--- src/core/rx_link_pkg.sv ---
// Constants, field layouts and carrier types of the serial receiver.
// Assumes one bit-rate clock recovered from the line; no other domain.
//
// Notes on behaviour
// - Bits shift in each bit clock; every ten bits the symbol enters decode.
// - A seen K28.5 comma restarts the bit counter, fixing the byte boundary.
// - With reframe enable low, commas never realign the bit counter.
// - After reframe enable rises, ready waits for a comma; data still flows.
// - Encoded mode: a valid data symbol gives its byte, special flag low.
// - Encoded mode: a valid special symbol gives its code, special flag high.
// - A sent violation symbol is flagged just like a line error.
// - Bypass mode copies the decode register onto all ten output bits.
// - The framer works in bypass mode exactly as in encoded mode.
// - All ten outputs change together, aligned with ready and byte clock.
// - Ready pulses low once per strobed byte, low for six of ten bit times.
// - Encoded mode: ready stays high for pad bytes, telling the sink to ignore them.
// - Encoded mode: comma followed by comma is fill: no ready, outputs show its decode.
// - Comma followed by any other symbol is strobed as usable data.
// - Bypass with reframe enable high strobes once per comma received.
// - Reframe enable is sampled at the falling edge of the byte clock.
// - Mode low decodes 8B/10B; mode high selects bypass.

package rx_link_pkg;

   // ------------------------------------------------------------
   // Framing and timing counts, in bit times
   // ------------------------------------------------------------
   localparam logic [3:0] LAST_BIT = 4'h9;
   localparam logic [3:0] BYTE_CLK_HIGH_BITS = 4'h5;
   localparam logic [3:0] READY_LOW_BITS = 4'h6;
   localparam logic [3:0] RF_SAMPLE_BIT = 4'h4;

   // ------------------------------------------------------------
   // Symbol patterns and decoded codes
   // ------------------------------------------------------------
   localparam logic [9:0] COMMA_NEG = 10'h0fa;
   localparam logic [9:0] COMMA_POS = 10'h305;
   localparam logic [5:0] K28_NEG6 = 6'h0f;
   localparam logic [5:0] K28_POS6 = 6'h30;
   localparam logic [7:0] VIOLATION_SYMBOL_CODE = 8'he0;
   localparam logic [7:0] COMMA_RD_POS_ERR_CODE = 8'he1;
   localparam logic [7:0] COMMA_RD_NEG_ERR_CODE = 8'he2;
   localparam logic [7:0] WRONG_RD_CODE = 8'he4;
   localparam logic [7:0] COMMA_DECODED_CODE = 8'h05;

   // ------------------------------------------------------------
   // Register map (byte addresses) and fields
   // ------------------------------------------------------------
   localparam logic [3:0] ADDR_CTRL = 4'h0;
   localparam logic [3:0] ADDR_STATUS = 4'h4;
   localparam int CTRL_REFRAME_BIT = 0;
   localparam int CTRL_BYPASS_BIT = 1;
   localparam logic [1:0] CTRL_RESET = 2'h0;
   localparam int STAT_RF_BIT = 0;
   localparam int STAT_SEARCH_BIT = 1;
   localparam int STAT_VIOL_BIT = 2;
   localparam int STAT_RD_BIT = 3;

   typedef struct packed {
      logic violation;
      logic special;
      logic [7:0] data;
   } rx_word_t;

   typedef struct packed {
      rx_word_t word;
      logic rd;
   } dec_t;

endpackage

--- src/core/rx_framer_decoder.sv ---
// Receiver framer, 8B/10B decoder and parallel output stage.
// Assumes serial_in is already retimed onto the recovered bit clock clk_in;
// control and status sit behind an Avalon-MM slave on the same clock.

`timescale 1ns/100ps

module rx_framer_decoder (
   input wire logic clk_in,
   input wire logic rstn_in,
   input wire logic serial_in,
   input wire logic [3:0] address_in,
   input wire logic read_in,
   input wire logic write_in,
   input wire logic [31:0] writedata_in,
   input wire logic [3:0] byteenable_in,
   output logic [31:0] readdata_out,
   output logic waitrequest_out,
   output rx_link_pkg::rx_word_t parallel_word_out,
   output logic ready_n_out,
   output logic recovered_byte_clock_out
);

   // ------------------------------------------------------------
   // Decode helpers
   // ------------------------------------------------------------
   function automatic logic is_comma(input logic [9:0] s);
      return s == rx_link_pkg::COMMA_NEG || s == rx_link_pkg::COMMA_POS;
   endfunction

   // Returns {valid, x}
   function automatic logic [5:0] dec6(input logic [5:0] c);
      case (c)
         6'h27, 6'h18: dec6 = 6'h20;
         6'h1d, 6'h22: dec6 = 6'h21;
         6'h2d, 6'h12: dec6 = 6'h22;
         6'h31: dec6 = 6'h23;
         6'h35, 6'h0a: dec6 = 6'h24;
         6'h29: dec6 = 6'h25;
         6'h19: dec6 = 6'h26;
         6'h38, 6'h07: dec6 = 6'h27;
         6'h39, 6'h06: dec6 = 6'h28;
         6'h25: dec6 = 6'h29;
         6'h15: dec6 = 6'h2a;
         6'h34: dec6 = 6'h2b;
         6'h0d: dec6 = 6'h2c;
         6'h2c: dec6 = 6'h2d;
         6'h1c: dec6 = 6'h2e;
         6'h17, 6'h28: dec6 = 6'h2f;
         6'h1b, 6'h24: dec6 = 6'h30;
         6'h23: dec6 = 6'h31;
         6'h13: dec6 = 6'h32;
         6'h32: dec6 = 6'h33;
         6'h0b: dec6 = 6'h34;
         6'h2a: dec6 = 6'h35;
         6'h1a: dec6 = 6'h36;
         6'h3a, 6'h05: dec6 = 6'h37;
         6'h33, 6'h0c: dec6 = 6'h38;
         6'h26: dec6 = 6'h39;
         6'h16: dec6 = 6'h3a;
         6'h36, 6'h09: dec6 = 6'h3b;
         6'h0e, 6'h0f, 6'h30: dec6 = 6'h3c;
         6'h2e, 6'h11: dec6 = 6'h3d;
         6'h1e, 6'h21: dec6 = 6'h3e;
         6'h2b, 6'h14: dec6 = 6'h3f;
         default: dec6 = 6'h00;
      endcase
   endfunction

   // Returns {valid, y}
   function automatic logic [3:0] dec4(input logic [3:0] c);
      case (c)
         4'hb, 4'h4: dec4 = 4'h8;
         4'h9: dec4 = 4'h9;
         4'h5: dec4 = 4'ha;
         4'hc, 4'h3: dec4 = 4'hb;
         4'hd, 4'h2: dec4 = 4'hc;
         4'ha: dec4 = 4'hd;
         4'h6: dec4 = 4'he;
         4'he, 4'h1, 4'h7, 4'h8: dec4 = 4'hf;
         default: dec4 = 4'h0;
      endcase
   endfunction

   function automatic rx_link_pkg::dec_t decode(input logic [9:0] s,
                                                input logic cur_rd);
      logic [5:0] r6;
      logic [3:0] r4;
      logic [2:0] o6;
      logic [2:0] o4;
      logic k28;
      logic kx7;
      logic rd_mid;
      logic rd_err;
      logic valid;
      rx_link_pkg::dec_t res;
      r6 = dec6(s[9:4]);
      k28 = s[9:4] == rx_link_pkg::K28_NEG6 || s[9:4] == rx_link_pkg::K28_POS6;
      // K28 on positive disparity carries an inverted 4b block
      r4 = dec4(s[9:4] == rx_link_pkg::K28_POS6 ? ~s[3:0] : s[3:0]);
      o6 = 3'($countones(s[9:4]));
      o4 = 3'($countones(s[3:0]));
      kx7 = (s[3:0] == 4'h7 || s[3:0] == 4'h8) &&
            (r6[4:0] == 5'h17 || r6[4:0] == 5'h1b ||
             r6[4:0] == 5'h1d || r6[4:0] == 5'h1e);
      valid = r6[5] && r4[3] && o6 >= 3'h2 && o6 <= 3'h4 &&
              o4 >= 3'h1 && o4 <= 3'h3;
      rd_mid = (o6 == 3'h3) ? cur_rd : (o6 > 3'h3);
      rd_err = (o6 > 3'h3 && cur_rd) || (o6 < 3'h3 && !cur_rd) ||
               (o4 > 3'h2 && rd_mid) || (o4 < 3'h2 && !rd_mid);
      res.rd = (o4 == 3'h2) ? rd_mid : (o4 > 3'h2);
      res.word = '{violation: 1'b1, special: 1'b1,
                   data: rx_link_pkg::VIOLATION_SYMBOL_CODE};
      if (valid && rd_err) begin
         if (is_comma(s)) begin
            res.word.data = cur_rd ? rx_link_pkg::COMMA_RD_POS_ERR_CODE
                                   : rx_link_pkg::COMMA_RD_NEG_ERR_CODE;
         end else begin
            res.word.data = rx_link_pkg::WRONG_RD_CODE;
         end
      end else if (valid && k28) begin
         res.word = '{violation: 1'b0, special: 1'b1,
                      data: {5'h00, r4[2:0]}};
      end else if (valid && kx7) begin
         res.word = '{violation: 1'b0, special: 1'b1,
                      data: 8'h08 + {6'h00, ~(r6[1] & r6[0]),
                                     ~(r6[2] & r6[0])}};
      end else if (valid) begin
         res.word = '{violation: 1'b0, special: 1'b0, data: {r4[2:0], r6[4:0]}};
      end
      return res;
   endfunction

   // ------------------------------------------------------------
   // Register slave
   // ------------------------------------------------------------
   logic [1:0] ctrl;
   logic [1:0] next_ctrl;
   logic rd_pend;
   logic next_rd_pend;
   logic [31:0] next_readdata;
   logic rf_sampled;
   logic searching;
   logic rd;
   rx_link_pkg::rx_word_t out_word;
   logic bypass;

   assign bypass = ctrl[rx_link_pkg::CTRL_BYPASS_BIT];
   assign waitrequest_out = read_in && !rd_pend;

   always_comb begin
      next_ctrl = ctrl;
      next_rd_pend = read_in && !rd_pend;
      next_readdata = readdata_out;
      if (write_in && address_in == rx_link_pkg::ADDR_CTRL &&
          byteenable_in[0]) begin
         next_ctrl = writedata_in[1:0];
      end
      if (read_in && !rd_pend) begin
         next_readdata = 32'h0000_0000;
         case (address_in)
            rx_link_pkg::ADDR_CTRL: next_readdata[1:0] = ctrl;
            rx_link_pkg::ADDR_STATUS: begin
               next_readdata[rx_link_pkg::STAT_RF_BIT] = rf_sampled;
               next_readdata[rx_link_pkg::STAT_SEARCH_BIT] = searching;
               next_readdata[rx_link_pkg::STAT_VIOL_BIT] = out_word.violation;
               next_readdata[rx_link_pkg::STAT_RD_BIT] = rd;
            end
            default: next_readdata = 32'h0000_0000;
         endcase
      end
   end

   always_ff @(posedge clk_in or negedge rstn_in) begin
      if (!rstn_in) begin
         ctrl <= rx_link_pkg::CTRL_RESET;
         rd_pend <= 1'b0;
         readdata_out <= 32'h0000_0000;
      end else begin
         ctrl <= next_ctrl;
         rd_pend <= next_rd_pend;
         readdata_out <= next_readdata;
      end
   end

   // ------------------------------------------------------------
   // Shifter, framer, decode and output stage
   // ------------------------------------------------------------
   logic [9:0] shifter;
   logic [9:0] window;
   logic [3:0] bit_cnt;
   logic [9:0] decode_reg;
   logic decode_ok;
   logic strobe;
   logic byte_clk;
   logic comma_hit;
   logic load;
   logic fill;
   rx_link_pkg::dec_t dec;
   logic [9:0] next_shifter;
   logic [3:0] next_bit_cnt;
   logic [9:0] next_decode_reg;
   logic next_decode_ok;
   logic next_strobe;
   logic next_byte_clk;
   logic next_rf_sampled;
   logic next_searching;
   logic next_rd;
   rx_link_pkg::rx_word_t next_out_word;

   assign parallel_word_out = out_word;
   assign recovered_byte_clock_out = byte_clk;
   assign ready_n_out = !(strobe && bit_cnt < rx_link_pkg::READY_LOW_BITS);
   assign window = {shifter[8:0], serial_in};
   assign comma_hit = rf_sampled && is_comma(window);
   assign load = bit_cnt == rx_link_pkg::LAST_BIT || comma_hit;
   assign dec = decode(decode_reg, rd);
   assign fill = is_comma(decode_reg) && is_comma(window);

   always_comb begin
      next_shifter = window;
      next_bit_cnt = load ? 4'h0 : bit_cnt + 4'h1;
      next_rf_sampled = rf_sampled;
      if (bit_cnt == rx_link_pkg::RF_SAMPLE_BIT) begin
         next_rf_sampled = ctrl[rx_link_pkg::CTRL_REFRAME_BIT];
      end
      next_searching = searching;
      if (comma_hit || !next_rf_sampled) begin
         next_searching = 1'b0;
      end else if (!rf_sampled) begin
         next_searching = 1'b1;
      end
      next_decode_reg = decode_reg;
      next_decode_ok = decode_ok;
      next_out_word = out_word;
      next_strobe = strobe;
      next_rd = rd;
      if (load) begin
         next_decode_reg = window;
         next_decode_ok = !searching || comma_hit;
         if (bypass) begin
            next_out_word = rx_link_pkg::rx_word_t'(decode_reg);
            next_strobe = decode_ok &&
                          (!rf_sampled || is_comma(decode_reg));
         end else begin
            next_out_word = dec.word;
            next_rd = dec.rd;
            next_strobe = decode_ok && !fill;
         end
      end
      next_byte_clk = next_bit_cnt < rx_link_pkg::BYTE_CLK_HIGH_BITS;
   end

   always_ff @(posedge clk_in or negedge rstn_in) begin
      if (!rstn_in) begin
         shifter <= 10'h000;
         bit_cnt <= 4'h0;
         decode_reg <= 10'h000;
         decode_ok <= 1'b0;
         out_word <= '0;
         strobe <= 1'b0;
         byte_clk <= 1'b1;
         rf_sampled <= 1'b0;
         searching <= 1'b0;
         rd <= 1'b0;
      end else begin
         shifter <= next_shifter;
         bit_cnt <= next_bit_cnt;
         decode_reg <= next_decode_reg;
         decode_ok <= next_decode_ok;
         out_word <= next_out_word;
         strobe <= next_strobe;
         byte_clk <= next_byte_clk;
         rf_sampled <= next_rf_sampled;
         searching <= next_searching;
         rd <= next_rd;
      end
   end
endmodule // rx_framer_decoder

--- config.mk ---
export PLATFORM = sky130hd
export DESIGN_NAME = rx_framer_decoder
export DESIGN_NICKNAME = d
export VERILOG_FILES = /design/src/core/rx_link_pkg.sv /design/src/core/rx_framer_decoder.sv
export SDC_FILE = /design/constraint.sdc
export NUM_CORES = 1
export LEC_CHECK = 0
export BUFFER_PORTS_ARGS = -buffer_cell sky130_fd_sc_hd__buf_2
export CORE_MARGIN = 2
export CORE_UTILIZATION = 40
export DETAILED_ROUTE_END_ITERATION = 8
export PLACE_DENSITY = 0.65
export REMOVE_ABC_BUFFERS = 1
export SLEW_MARGIN = 15
export SYNTH_ARGS = -nofsm -noshare
export SYNTH_HDL_FRONTEND = slang
export SYNTH_SLANG_ARGS = --single-unit
--- constraint.sdc ---
create_clock -name clk_in -period 4 [get_ports clk_in]
set_clock_uncertainty 0.2 [all_clocks]
set_input_delay 0.6 -clock clk_in [delete_from_list [all_inputs] [get_ports clk_in]]
set_output_delay 0.6 -clock clk_in [all_outputs]
set_load 0.05 [all_outputs]
# After elaboration in Yosys (flattened, before gate mapping)
# Memory sizes are Yosys's and may differ from the RTL's.
# Cells that the tools add are included.
# W data, S select, Z words.
# word_totals
reg_bits	46
rom_bits	448
inputBits	45
output_inout_bits	45
word_cells	124
mem_count	2
# memory_table
name	words	word_bits	rd	rd_ports_with_merged_regs	write_ports	line_no	text
(name not given)	64	6	1	0	0	rx_framer_decoder.sv:32	case (c)
(name not given)	16	4	1	0	0	rx_framer_decoder.sv:71	case (c)
# classes
addsub	10
magnitude_cmp	10
n_eq_ne	18
muxes	18
bitwise	6
reduce_logical	45
# ops
cell	count
$mux W10	4
$logic_and A1 B1 Y1	21
$eq A10 B10 Y1 const B	2
$eq A10 B8 Y1 const B	2
$eq A5 B5 Y1 const B	4
$logic_or A1 B1 Y1	14
$eq A4 B3 Y1 const B	3
$add A1 B1 Y2	5
$eq A4 B4 Y1 const B	2
$logic_not A1 Y1	8
$lt A4 B3 Y1 const B	2
$mux W4	2
$mux W8	1
$add A2 B2 Y3	2
$eq A3 B2 Y1 const B	2
$eq A6 B4 Y1 const B	1
$eq A6 B6 Y1 const B	1
$gt A3 B2 Y1 const B	2
$lt A3 B2 Y1 const B	2
$mux W1	6
$mux W2	3
$add A4 B2 Y5 const A	1
$add A4 B1 Y4 const B	1
$logic_not A4 Y1	1
12 further kinds	15

# Depth between registers and ports, before layout
# Gate-level depths: netlist of the first run.
# depth
word_depth	13
mapped_depth	13
ltp_nobuf	13

# Least setup slack after synthesis of the first run
# Ideal clock, no wire load.
# synth_path
path_kind	register -> register
startpoint	reg decode_reg[5]
endpoint	reg out_word (netlist bit parallel_word_out[2])
setup_time_ps	104
arrival_ps	3555
t_required_ps	3696
setup_slack_ps	141
path_stages_with_launch	14
path_buffers	0
period_less_slack_ps	3859
path_cell_list	dfrtp_1 fa_1 inv_1 fa_1 inv_1 ha_1 fa_1 nand3_1 a31o_2 a211oi_2 and3_1 nand2_1 o211a_1 o311ai_1
# synth_via
elab_chain_cells	13
word_cells_on_any_way	53
cone_classes	4 x add/sub; 4 x order compare; 9 x eq/ne; 8 x mux; 4 x bitwise; 22 x reduce/logical; 2 x memory
# synth_rtl
item	line_no	text
start: declaration	rx_framer_decoder.sv:191	logic [9:0] decode_reg;
start signal: assignment	rx_framer_decoder.sv:268	decode_reg <= next_decode_reg;
$add A1 B1 Y2 (implied by the code) / $eq A6 B6 Y1 (equally long branches)	rx_framer_decoder.sv:100, rx_framer_decoder.sv:97, rx_framer_decoder.sv:99	
$add A2 B2 Y3 (implied by the code) / $mux W4 (equally long branches)	rx_framer_decoder.sv:100, rx_framer_decoder.sv:99	
$add A3 B2 Y3 (implied by the code) / $mem_v2 Z16 W4 (equally long branches)	n/a	
$ge A3 B2 Y1 / $logic_and A1 B1 Y1 (equally long branches)	rx_framer_decoder.sv:105	valid = r6[5] && r4[3] && o6 >= 3'h2 && o6 <= 3'h4 &&
$logic_and A1 B1 Y1 (3 in a row)	rx_framer_decoder.sv:105	
$logic_and A1 B1 Y1	rx_framer_decoder.sv:106	o4 >= 3'h1 && o4 <= 3'h3;
$mux W10 / $logic_and A1 B1 Y1 (equally long branches)	rx_framer_decoder.sv:127, rx_framer_decoder.sv:123	
$mux W10	rx_framer_decoder.sv:123	end else if (valid && kx7) begin
$mux W10	rx_framer_decoder.sv:120	end else if (valid && k28) begin
$mux W8 *	rx_framer_decoder.sv:113	if (valid && rd_err) begin
$mux W10 *	rx_framer_decoder.sv:240	if (bypass) begin
end signal: assignment	rx_framer_decoder.sv:270	out_word <= next_out_word;
end: declaration	rx_framer_decoder.sv:144	rx_link_pkg::rx_word_t out_word;
# Every way passes the cells marked *; elsewhere a longest branch is shown, timed or not.
# A chain may end at the register's enable or synchronous reset.

# Worst setup path in the final report of the first run
# layout_path
startpoint	reg decode_reg[4]
endpoint	reg out_word (netlist bit parallel_word_out[4])
# layout_via
elab_chain_cells	13
word_cells_on_any_way	49
cone_classes	4 x add/sub; 4 x order compare; 7 x eq/ne; 7 x mux; 4 x bitwise; 21 x reduce/logical; 2 x memory
# layout_rtl
item	line_no
$add A1 B1 Y2 (implied by the code) / $eq A6 B6 Y1 (equally long branches)	rx_framer_decoder.sv:100, rx_framer_decoder.sv:97, rx_framer_decoder.sv:99
$add A2 B2 Y3 (implied by the code) / $mux W4 (equally long branches)	rx_framer_decoder.sv:100, rx_framer_decoder.sv:99
$add A3 B2 Y3 (implied by the code) / $mem_v2 Z16 W4 (equally long branches)	n/a
$ge A3 B2 Y1 / $logic_and A1 B1 Y1 (equally long branches)	rx_framer_decoder.sv:105
$logic_and A1 B1 Y1 (3 in a row)	rx_framer_decoder.sv:105
$logic_and A1 B1 Y1	rx_framer_decoder.sv:106
$mux W10 / $logic_and A1 B1 Y1 (equally long branches)	rx_framer_decoder.sv:127, rx_framer_decoder.sv:123
$mux W10	rx_framer_decoder.sv:123
$mux W10	rx_framer_decoder.sv:120
$mux W8	rx_framer_decoder.sv:113
$mux W10 *	rx_framer_decoder.sv:240
# Marks and branches as above.

==> summary.md, run 1 <==
• Crit. End Element: flop
• count of endpoints failing setup in the final report: 0
• global router's overall resource usage: 18.2%
• unrepaired setup endpoints after global routing: true
• port bufs: 28
• Skew-Pair Late Insertion Delay: 0.31 ns
• largest net degree at the start of global routing: 47
• Syn Area/Cell: 8.77 um2
• Crit Reg-Reg Startpoint: decode_reg[4]
• I/O pins: 90
• Netlist cell types: 79
• worst min path class: input port to async pin
• max_cap viols: 0
• number of H-tree levels: 2
• Design Area, Final: 3890 um2
• type of the setup path with the least slack: flop to flop
• average wire length per cell after detail routing: 15.9 um
• post-synthesis cell area: 3610 um2
• highest clock rate: 258 MHz
• sequential-to-total area share from yosys stat: 31.9%
• routability congestion estimate from global placement: 0.860
• Max FO, Critical Path: 7
• antenna violations before repair: 0
• required time at the endpoint of the critical path: 4.04 ns
• Final Critical Period: 3.87 ns
• final standard cell count with taps included and fillers excluded: 549
• Die Y: 99.0 um
• FP Rows: 34
• launching element of the worst setup path: decode_reg[4]
• area of the core: 8720 um2
• Initial Utilization: 41.4%
• final count of hold timing violations: 0
• gr ovfl total: 0
• wire length of the first global-routing pass: 14.6 mm
• via density per instance: 5.67
• number of enable flip-flop cells after synthesis: 0
• CP Data Arrival Time: 3.91 ns
• vias post-DR: 3112
• number of cells after detailed placement: 539
• setup slack at placement: 0.134 ns
• worst relative slew slack: 43.2%
• CTS root buf: sky130_fd_sc_hd__clkbuf_8
• worst-case clock buffer depth: 2
• Worst-path clk slew: 0.10 ns
• number of optimization iterations in the first detailed-route pass: 4
• Inserted Clock Buffers: 5
• Post-DRT Antenna Nets: 0
• remaining design rule violation count: 0
• result of the run: finished clean
• least setup slack across all paths after layout: 0.131 ns
• FILL cells: 846
• number of global-route vias before repair: 2920
• TritonCTS clock tree: built
• die span in x: 99.0 um
• share of the clock period used by the worst path after layout: 96.7%
• count of hold-fix buffers inserted at cts: 0
• number of slew-limit violations in the final report: 0
• layout cell share with drive strength beyond 1: 19.7%
• Diodes inserted: 0
• cell area reported after detailed placement: 3760 um2
• register bit total from synthesis: 46
• total routed wirelength: 8.70 mm
• Die Outline Area: 9810 um2
• crit path launch type: flop
• violation count after the first detailed-routing iteration: 152
• ys flop type: sky130_fd_sc_hd__dfrtp_1
• worst-margin pin slew: 0.844 ns
• number of nets in the layout: 505
• clock sink total: 46
• post-DP HPWL: 6.43 mm
• growth of design area from synthesis to finish: 7.79%
• Ys Warns: 0
• fraction of registers with async set/reset: 100%
• synthesized instance count: 412
layout by cell type (no fill, tap or decap), drive strengths merged, types with 4 or more instances in the layout:
| cell | netlist | final |
|---|---|---|
| a31oi | 8 | 8 |
| o211ai | 9 | 9 |
| clkbuf | 7 | 6 |
| o21ai | 28 | 28 |
| a21oi | 22 | 22 |
| a22oi | 4 | 4 |
| or3 | 4 | 4 |
| nand3 | 9 | 9 |
| nor3 | 8 | 8 |
| a311oi | 5 | 5 |
| nand2b | 8 | 8 |
| inv | 27 | 27 |
| nand4 | 5 | 5 |
| conb | 1 | 28 |
| fa | 4 | 4 |
| a211oi | 6 | 6 |
| mux2 | 4 | 4 |
| ha | 16 | 16 |
| o31ai | 8 | 8 |
| dfrtp | 45 | 45 |
| nor2 | 29 | 29 |
| nand2 | 39 | 39 |
| buf | 42 | 43 |
| o221ai | 5 | 5 |
| nor2b | 6 | 6 |
per-layer routing:
layer,share of wire [%],up-vias,track usage [%],wire length (um)
met5,0,-,0,0
met4,1.4,0,4.32,123
met3,5.4,14,2.70,471
met2,46,119,29.4,4020
met1,47,1482,25.8,4090
li1,-,1497,-,-
cell families (layout without fill, tap and decap cells):
kind of cell | count (synthesis) | after routing | share of synthesized area (%)
AND/OR/NAND/NOR | 132 | 132 | 19.0
adder cells (fa/ha/maj) | 22 | 22 | 8.31
buffers and inverters | 76 | 78 | 12.0
multiplexers | 7 | 7 | 2.08
XOR/XNOR | 3 | 3 | 0.935
AO/OA/AOI/OAI | 125 | 125 | 25.6
other | 1 | 28 | 0.104
flip-flops | 46 | 46 | 31.9
critical path, cell delays in order (launching register included):
cell,delay [ns]
sky130_fd_sc_hd__dfrtp_1,0.41
sky130_fd_sc_hd__fa_1,0.54
sky130_fd_sc_hd__inv_1,0.05
sky130_fd_sc_hd__fa_1,0.47
sky130_fd_sc_hd__inv_1,0.04
sky130_fd_sc_hd__ha_2,0.17
sky130_fd_sc_hd__fa_2,0.58
sky130_fd_sc_hd__nand3_2,0.10
sky130_fd_sc_hd__a31o_4,0.25
sky130_fd_sc_hd__a211oi_2,0.24
sky130_fd_sc_hd__buf_4,0.20
sky130_fd_sc_hd__nand2_2,0.06
sky130_fd_sc_hd__or3_1,0.37
sky130_fd_sc_hd__o21ai_1,0.13
cells in the mapped netlist, types with 3 or more instances:
library cell | number | area [um2]
sky130_fd_sc_hd__buf_4 | 29 | 218
sky130_fd_sc_hd__fa_1 | 4 | 80.1
sky130_fd_sc_hd__and2_1 | 3 | 18.8
sky130_fd_sc_hd__o21ai_1 | 3 | 15.0
sky130_fd_sc_hd__clkbuf_1 | 6 | 22.5
sky130_fd_sc_hd__or3_1 | 4 | 25.0
sky130_fd_sc_hd__nand3_1 | 9 | 45.0
sky130_fd_sc_hd__o221a_2 | 3 | 33.8
sky130_fd_sc_hd__nor2_1 | 28 | 105
sky130_fd_sc_hd__buf_2 | 7 | 35.0
sky130_fd_sc_hd__nand3b_1 | 3 | 22.5
sky130_fd_sc_hd__dfrtp_1 | 45 | 1130
sky130_fd_sc_hd__mux2_2 | 4 | 45.0
sky130_fd_sc_hd__o211a_1 | 3 | 30.0
sky130_fd_sc_hd__nor4_1 | 3 | 18.8
sky130_fd_sc_hd__o31ai_1 | 7 | 52.6
sky130_fd_sc_hd__o211ai_1 | 8 | 60.1
sky130_fd_sc_hd__a21oi_1 | 20 | 100
sky130_fd_sc_hd__and3_1 | 3 | 18.8
sky130_fd_sc_hd__mux2i_1 | 3 | 30.0
sky130_fd_sc_hd__a31oi_1 | 7 | 43.8
sky130_fd_sc_hd__nand2b_1 | 8 | 50.1
sky130_fd_sc_hd__a22oi_1 | 4 | 30.0
sky130_fd_sc_hd__o221ai_1 | 5 | 43.8
sky130_fd_sc_hd__nand4_1 | 5 | 31.3
sky130_fd_sc_hd__buf_6 | 4 | 45.0
sky130_fd_sc_hd__a211oi_1 | 4 | 30.0
sky130_fd_sc_hd__o21ai_0 | 25 | 125
sky130_fd_sc_hd__nor2b_1 | 6 | 37.5
sky130_fd_sc_hd__nor3_1 | 7 | 35.0
sky130_fd_sc_hd__nand2_1 | 39 | 146
sky130_fd_sc_hd__ha_1 | 16 | 200
sky130_fd_sc_hd__inv_1 | 25 | 93.8
sky130_fd_sc_hd__a311oi_1 | 5 | 43.8
metrics by stage:
step                      hold slack, ns  utilization (%)  setup TNS, ns
final                             0.0826             44.7              0
after global routing               0.136             44.7         -0.149
after CTS                          0.233             44.1              0
after detailed placement           0.206             43.1              0
after global placement             0.198             43.1              0
after floorplan                    0.104                -         -0.228
what timing repair did:
| action | 4_1_cts | 5_1_grt |
|---|---|---|
| buffers inserted | 0 | 2 |
| gates resized for setup | 0 | 8 |
| endpoints found under the hold margin | 0 | 0 |
| setup endpoints to repair | 0 | 7 |
layout make-up:
class	count	area (um2)	share of cell area (%)
timing repair buffer	43	255	6.55
clock inverter	2	13.8	0.353
tap	108	135	3.47
clock buffer	6	72.6	1.86
multi-input combinational	317	2160	55.6
inverter	27	101	2.60
sequential	46	1150	29.6
final timing paths:
kind / endpoint / slack, ns / cells after the start
setup / recovery: parallel_word_out[4] / 0.13 / 13
hold / removal: ctrl[0] / 0.08 / 1
setup reg to reg: parallel_word_out[4] / 0.13 / 13
hold reg to reg: shifter[2] / 0.22 / 0
max in group asynchronous: decode_reg[4] / 3.12 / 1
min in group clk_in: shifter[2] / 0.22 / 0
Power of run 1 is not shown: default switching activity piles up to over one toggle a cycle in this logic, so the estimate is an artifact.
==> run 2, diff against run 1 <==
==> constraint.sdc (replaced) <==
create_clock -name clk_in -period 4 [get_ports clk_in]
set_clock_uncertainty 0.2 [all_clocks]
set_input_delay 0.4 -clock clk_in [delete_from_list [all_inputs] [get_ports clk_in]]
set_output_delay 0.4 -clock clk_in [all_outputs]
set_load 0.05 [all_outputs]
==> run 2 against run 1 <==
  * First-iteration DRC count increased by 42%
  * Maximum frequency down 1.1%
  * Die area unchanged
  * Register-to-register slack worse by 0.04 ns
  * Critical path type unchanged
  * Critical endpoint is now parallel_word_out[8]
==> summary.md, run 2 (same netlist as run 1, synthesis figures left out) <==
• share of the clock period used by the worst path after layout: 97.8%
• number of nets in the layout: 505
• worst-margin pin slew: 0.812 ns
• least setup slack across all paths after layout: 0.0861 ns
• gr ovfl total: 0
• remaining design rule violation count: 0
• Design Area, Final: 3940 um2
• most frequent standard cell in the layout excluding fill and tap cells: sky130_fd_sc_hd__dfrtp_1
• Crit. End Element: flop
• required time at the endpoint of the critical path: 4.00 ns
• highest clock rate: 256 MHz
• antenna violations before repair: 0
• post-DP HPWL: 6.61 mm
• final design utilization: 45.2%
• largest net degree at the start of global routing: 47
• area of combinational cells with multiple inputs: 2200 um2
• Skew-Pair Late Insertion Delay: 0.31 ns
• cell area reported after detailed placement: 3750 um2
• die span in x: 99.0 um
• I/O pins: 90
• setup slack at placement: 0.0662 ns
• sequential standard cell area: 1150 um2
• FP Rows: 34
• Final Critical Period: 3.91 ns
• type of the setup path with the least slack: flop to flop
• worst min path class: input port to flop
• worst-case clock buffer depth: 2
• result of the run: finished clean
• clock sink total: 46
• number of global-route vias before repair: 2876
• count of endpoints failing setup in the final report: 0
• number of optimization iterations in the first detailed-route pass: 4
• wire length of the first global-routing pass: 14.3 mm
• vias post-DR: 3059
• total routed wirelength: 8.87 mm
• commonest non-fill, non-tap cells in the layout: sky130_fd_sc_hd__dfrtp_1, sky130_fd_sc_hd__nand2_1, sky130_fd_sc_hd__nor2_1, sky130_fd_sc_hd__conb_1, sky130_fd_sc_hd__buf_2
• max_cap viols: 0
• number of slew-limit violations in the final report: 0
• violation count after the first detailed-routing iteration: 216
• port bufs: 28
• CTS root buf: sky130_fd_sc_hd__clkbuf_8
• via density per instance: 5.57
• final count of hold timing violations: 0
• average wire length per cell after detail routing: 16.2 um
• TritonCTS clock tree: built
• number of H-tree levels: 2
• CP Data Arrival Time: 3.91 ns
• crit path launch type: flop
• Max FO, Critical Path: 5
• global router's overall resource usage: 17.9%
• worst relative slew slack: 45.8%
• routability congestion estimate from global placement: 0.873
• growth of design area from synthesis to finish: 9.00%
• layout cell share with drive strength beyond 1: 20.2%
• Initial Utilization: 41.4%
• Inserted Clock Buffers: 5
• Worst-path clk slew: 0.09 ns
• Post-DRT Antenna Nets: 0
• Die Y: 99.0 um
• area of the core: 8720 um2
• Die Outline Area: 9810 um2
• unrepaired setup endpoints after global routing: true
• FILL cells: 866
• Diodes inserted: 0
[run 2: worst max-delay path, stage by stage (launching register included)]
cell                       delay, ns
sky130_fd_sc_hd__dfrtp_1        0.40
sky130_fd_sc_hd__fa_1           0.55
sky130_fd_sc_hd__inv_1          0.06
sky130_fd_sc_hd__fa_1           0.49
sky130_fd_sc_hd__inv_2          0.05
sky130_fd_sc_hd__ha_4           0.16
sky130_fd_sc_hd__fa_2           0.59
sky130_fd_sc_hd__nand3_2        0.11
sky130_fd_sc_hd__a31o_4         0.27
sky130_fd_sc_hd__a211oi_4       0.24
sky130_fd_sc_hd__and3_4         0.25
sky130_fd_sc_hd__buf_6          0.10
sky130_fd_sc_hd__a311oi_2       0.09
sky130_fd_sc_hd__a21oi_1        0.17
sky130_fd_sc_hd__o31ai_2        0.08
[run 2: metal layers]
layer / global-route usage, % / routed length [um]
met4: 3.06 / 73
met2: 29.0 / 4140
met3: 2.84 / 592
met5: 0 / 0
met1: 25.6 / 4060
[run 2: timing repair]
item	CTS	global route
hold buffers	0	1
buffers inserted	0	2
endpoints found under the hold margin	0	45
gates resized for setup	0	15
endpoints found under the setup margin	0	5
[run 2: cell type report]
type                            instances  area share (%)
Sequential cell                        46            29.3
Inverter                               27            2.57
Clock inverter                          2           0.349
Multi-Input combinational cell        317            55.8
Tap cell                              108            3.43
Clock buffer                            6            1.84
Timing Repair Buffer                   43            6.73
[run 2: final timing paths]
kind	depth (start not counted)	slack, ns	startpoint	end
min reg2reg	0	0.22	shifter[1]	shifter[2]
min	1	0.03	serial_in	shifter[0]
max reg2reg	14	0.09	decode_reg[7]	parallel_word_out[8]
max	14	0.09	decode_reg[7]	parallel_word_out[8]
max in group asynchronous	2	2.78	rstn_in	parallel_word_out[6]
min in group asynchronous	2	0.43	rstn_in	bit_cnt[3]
[run 2: per-stage QoR]
step           TNS (ns)  hold slack (ns)  cells
6_report              0           0.0334    549
5_1_grt         -0.0646           0.0384    549
4_1_cts               0           0.0345    546
3_5_place_dp          0            0.206    538
3_3_place_gp          0            0.195    538
2_1_floorplan    -0.228          -0.0956    390
Power of run 2 is left out for the same reason.
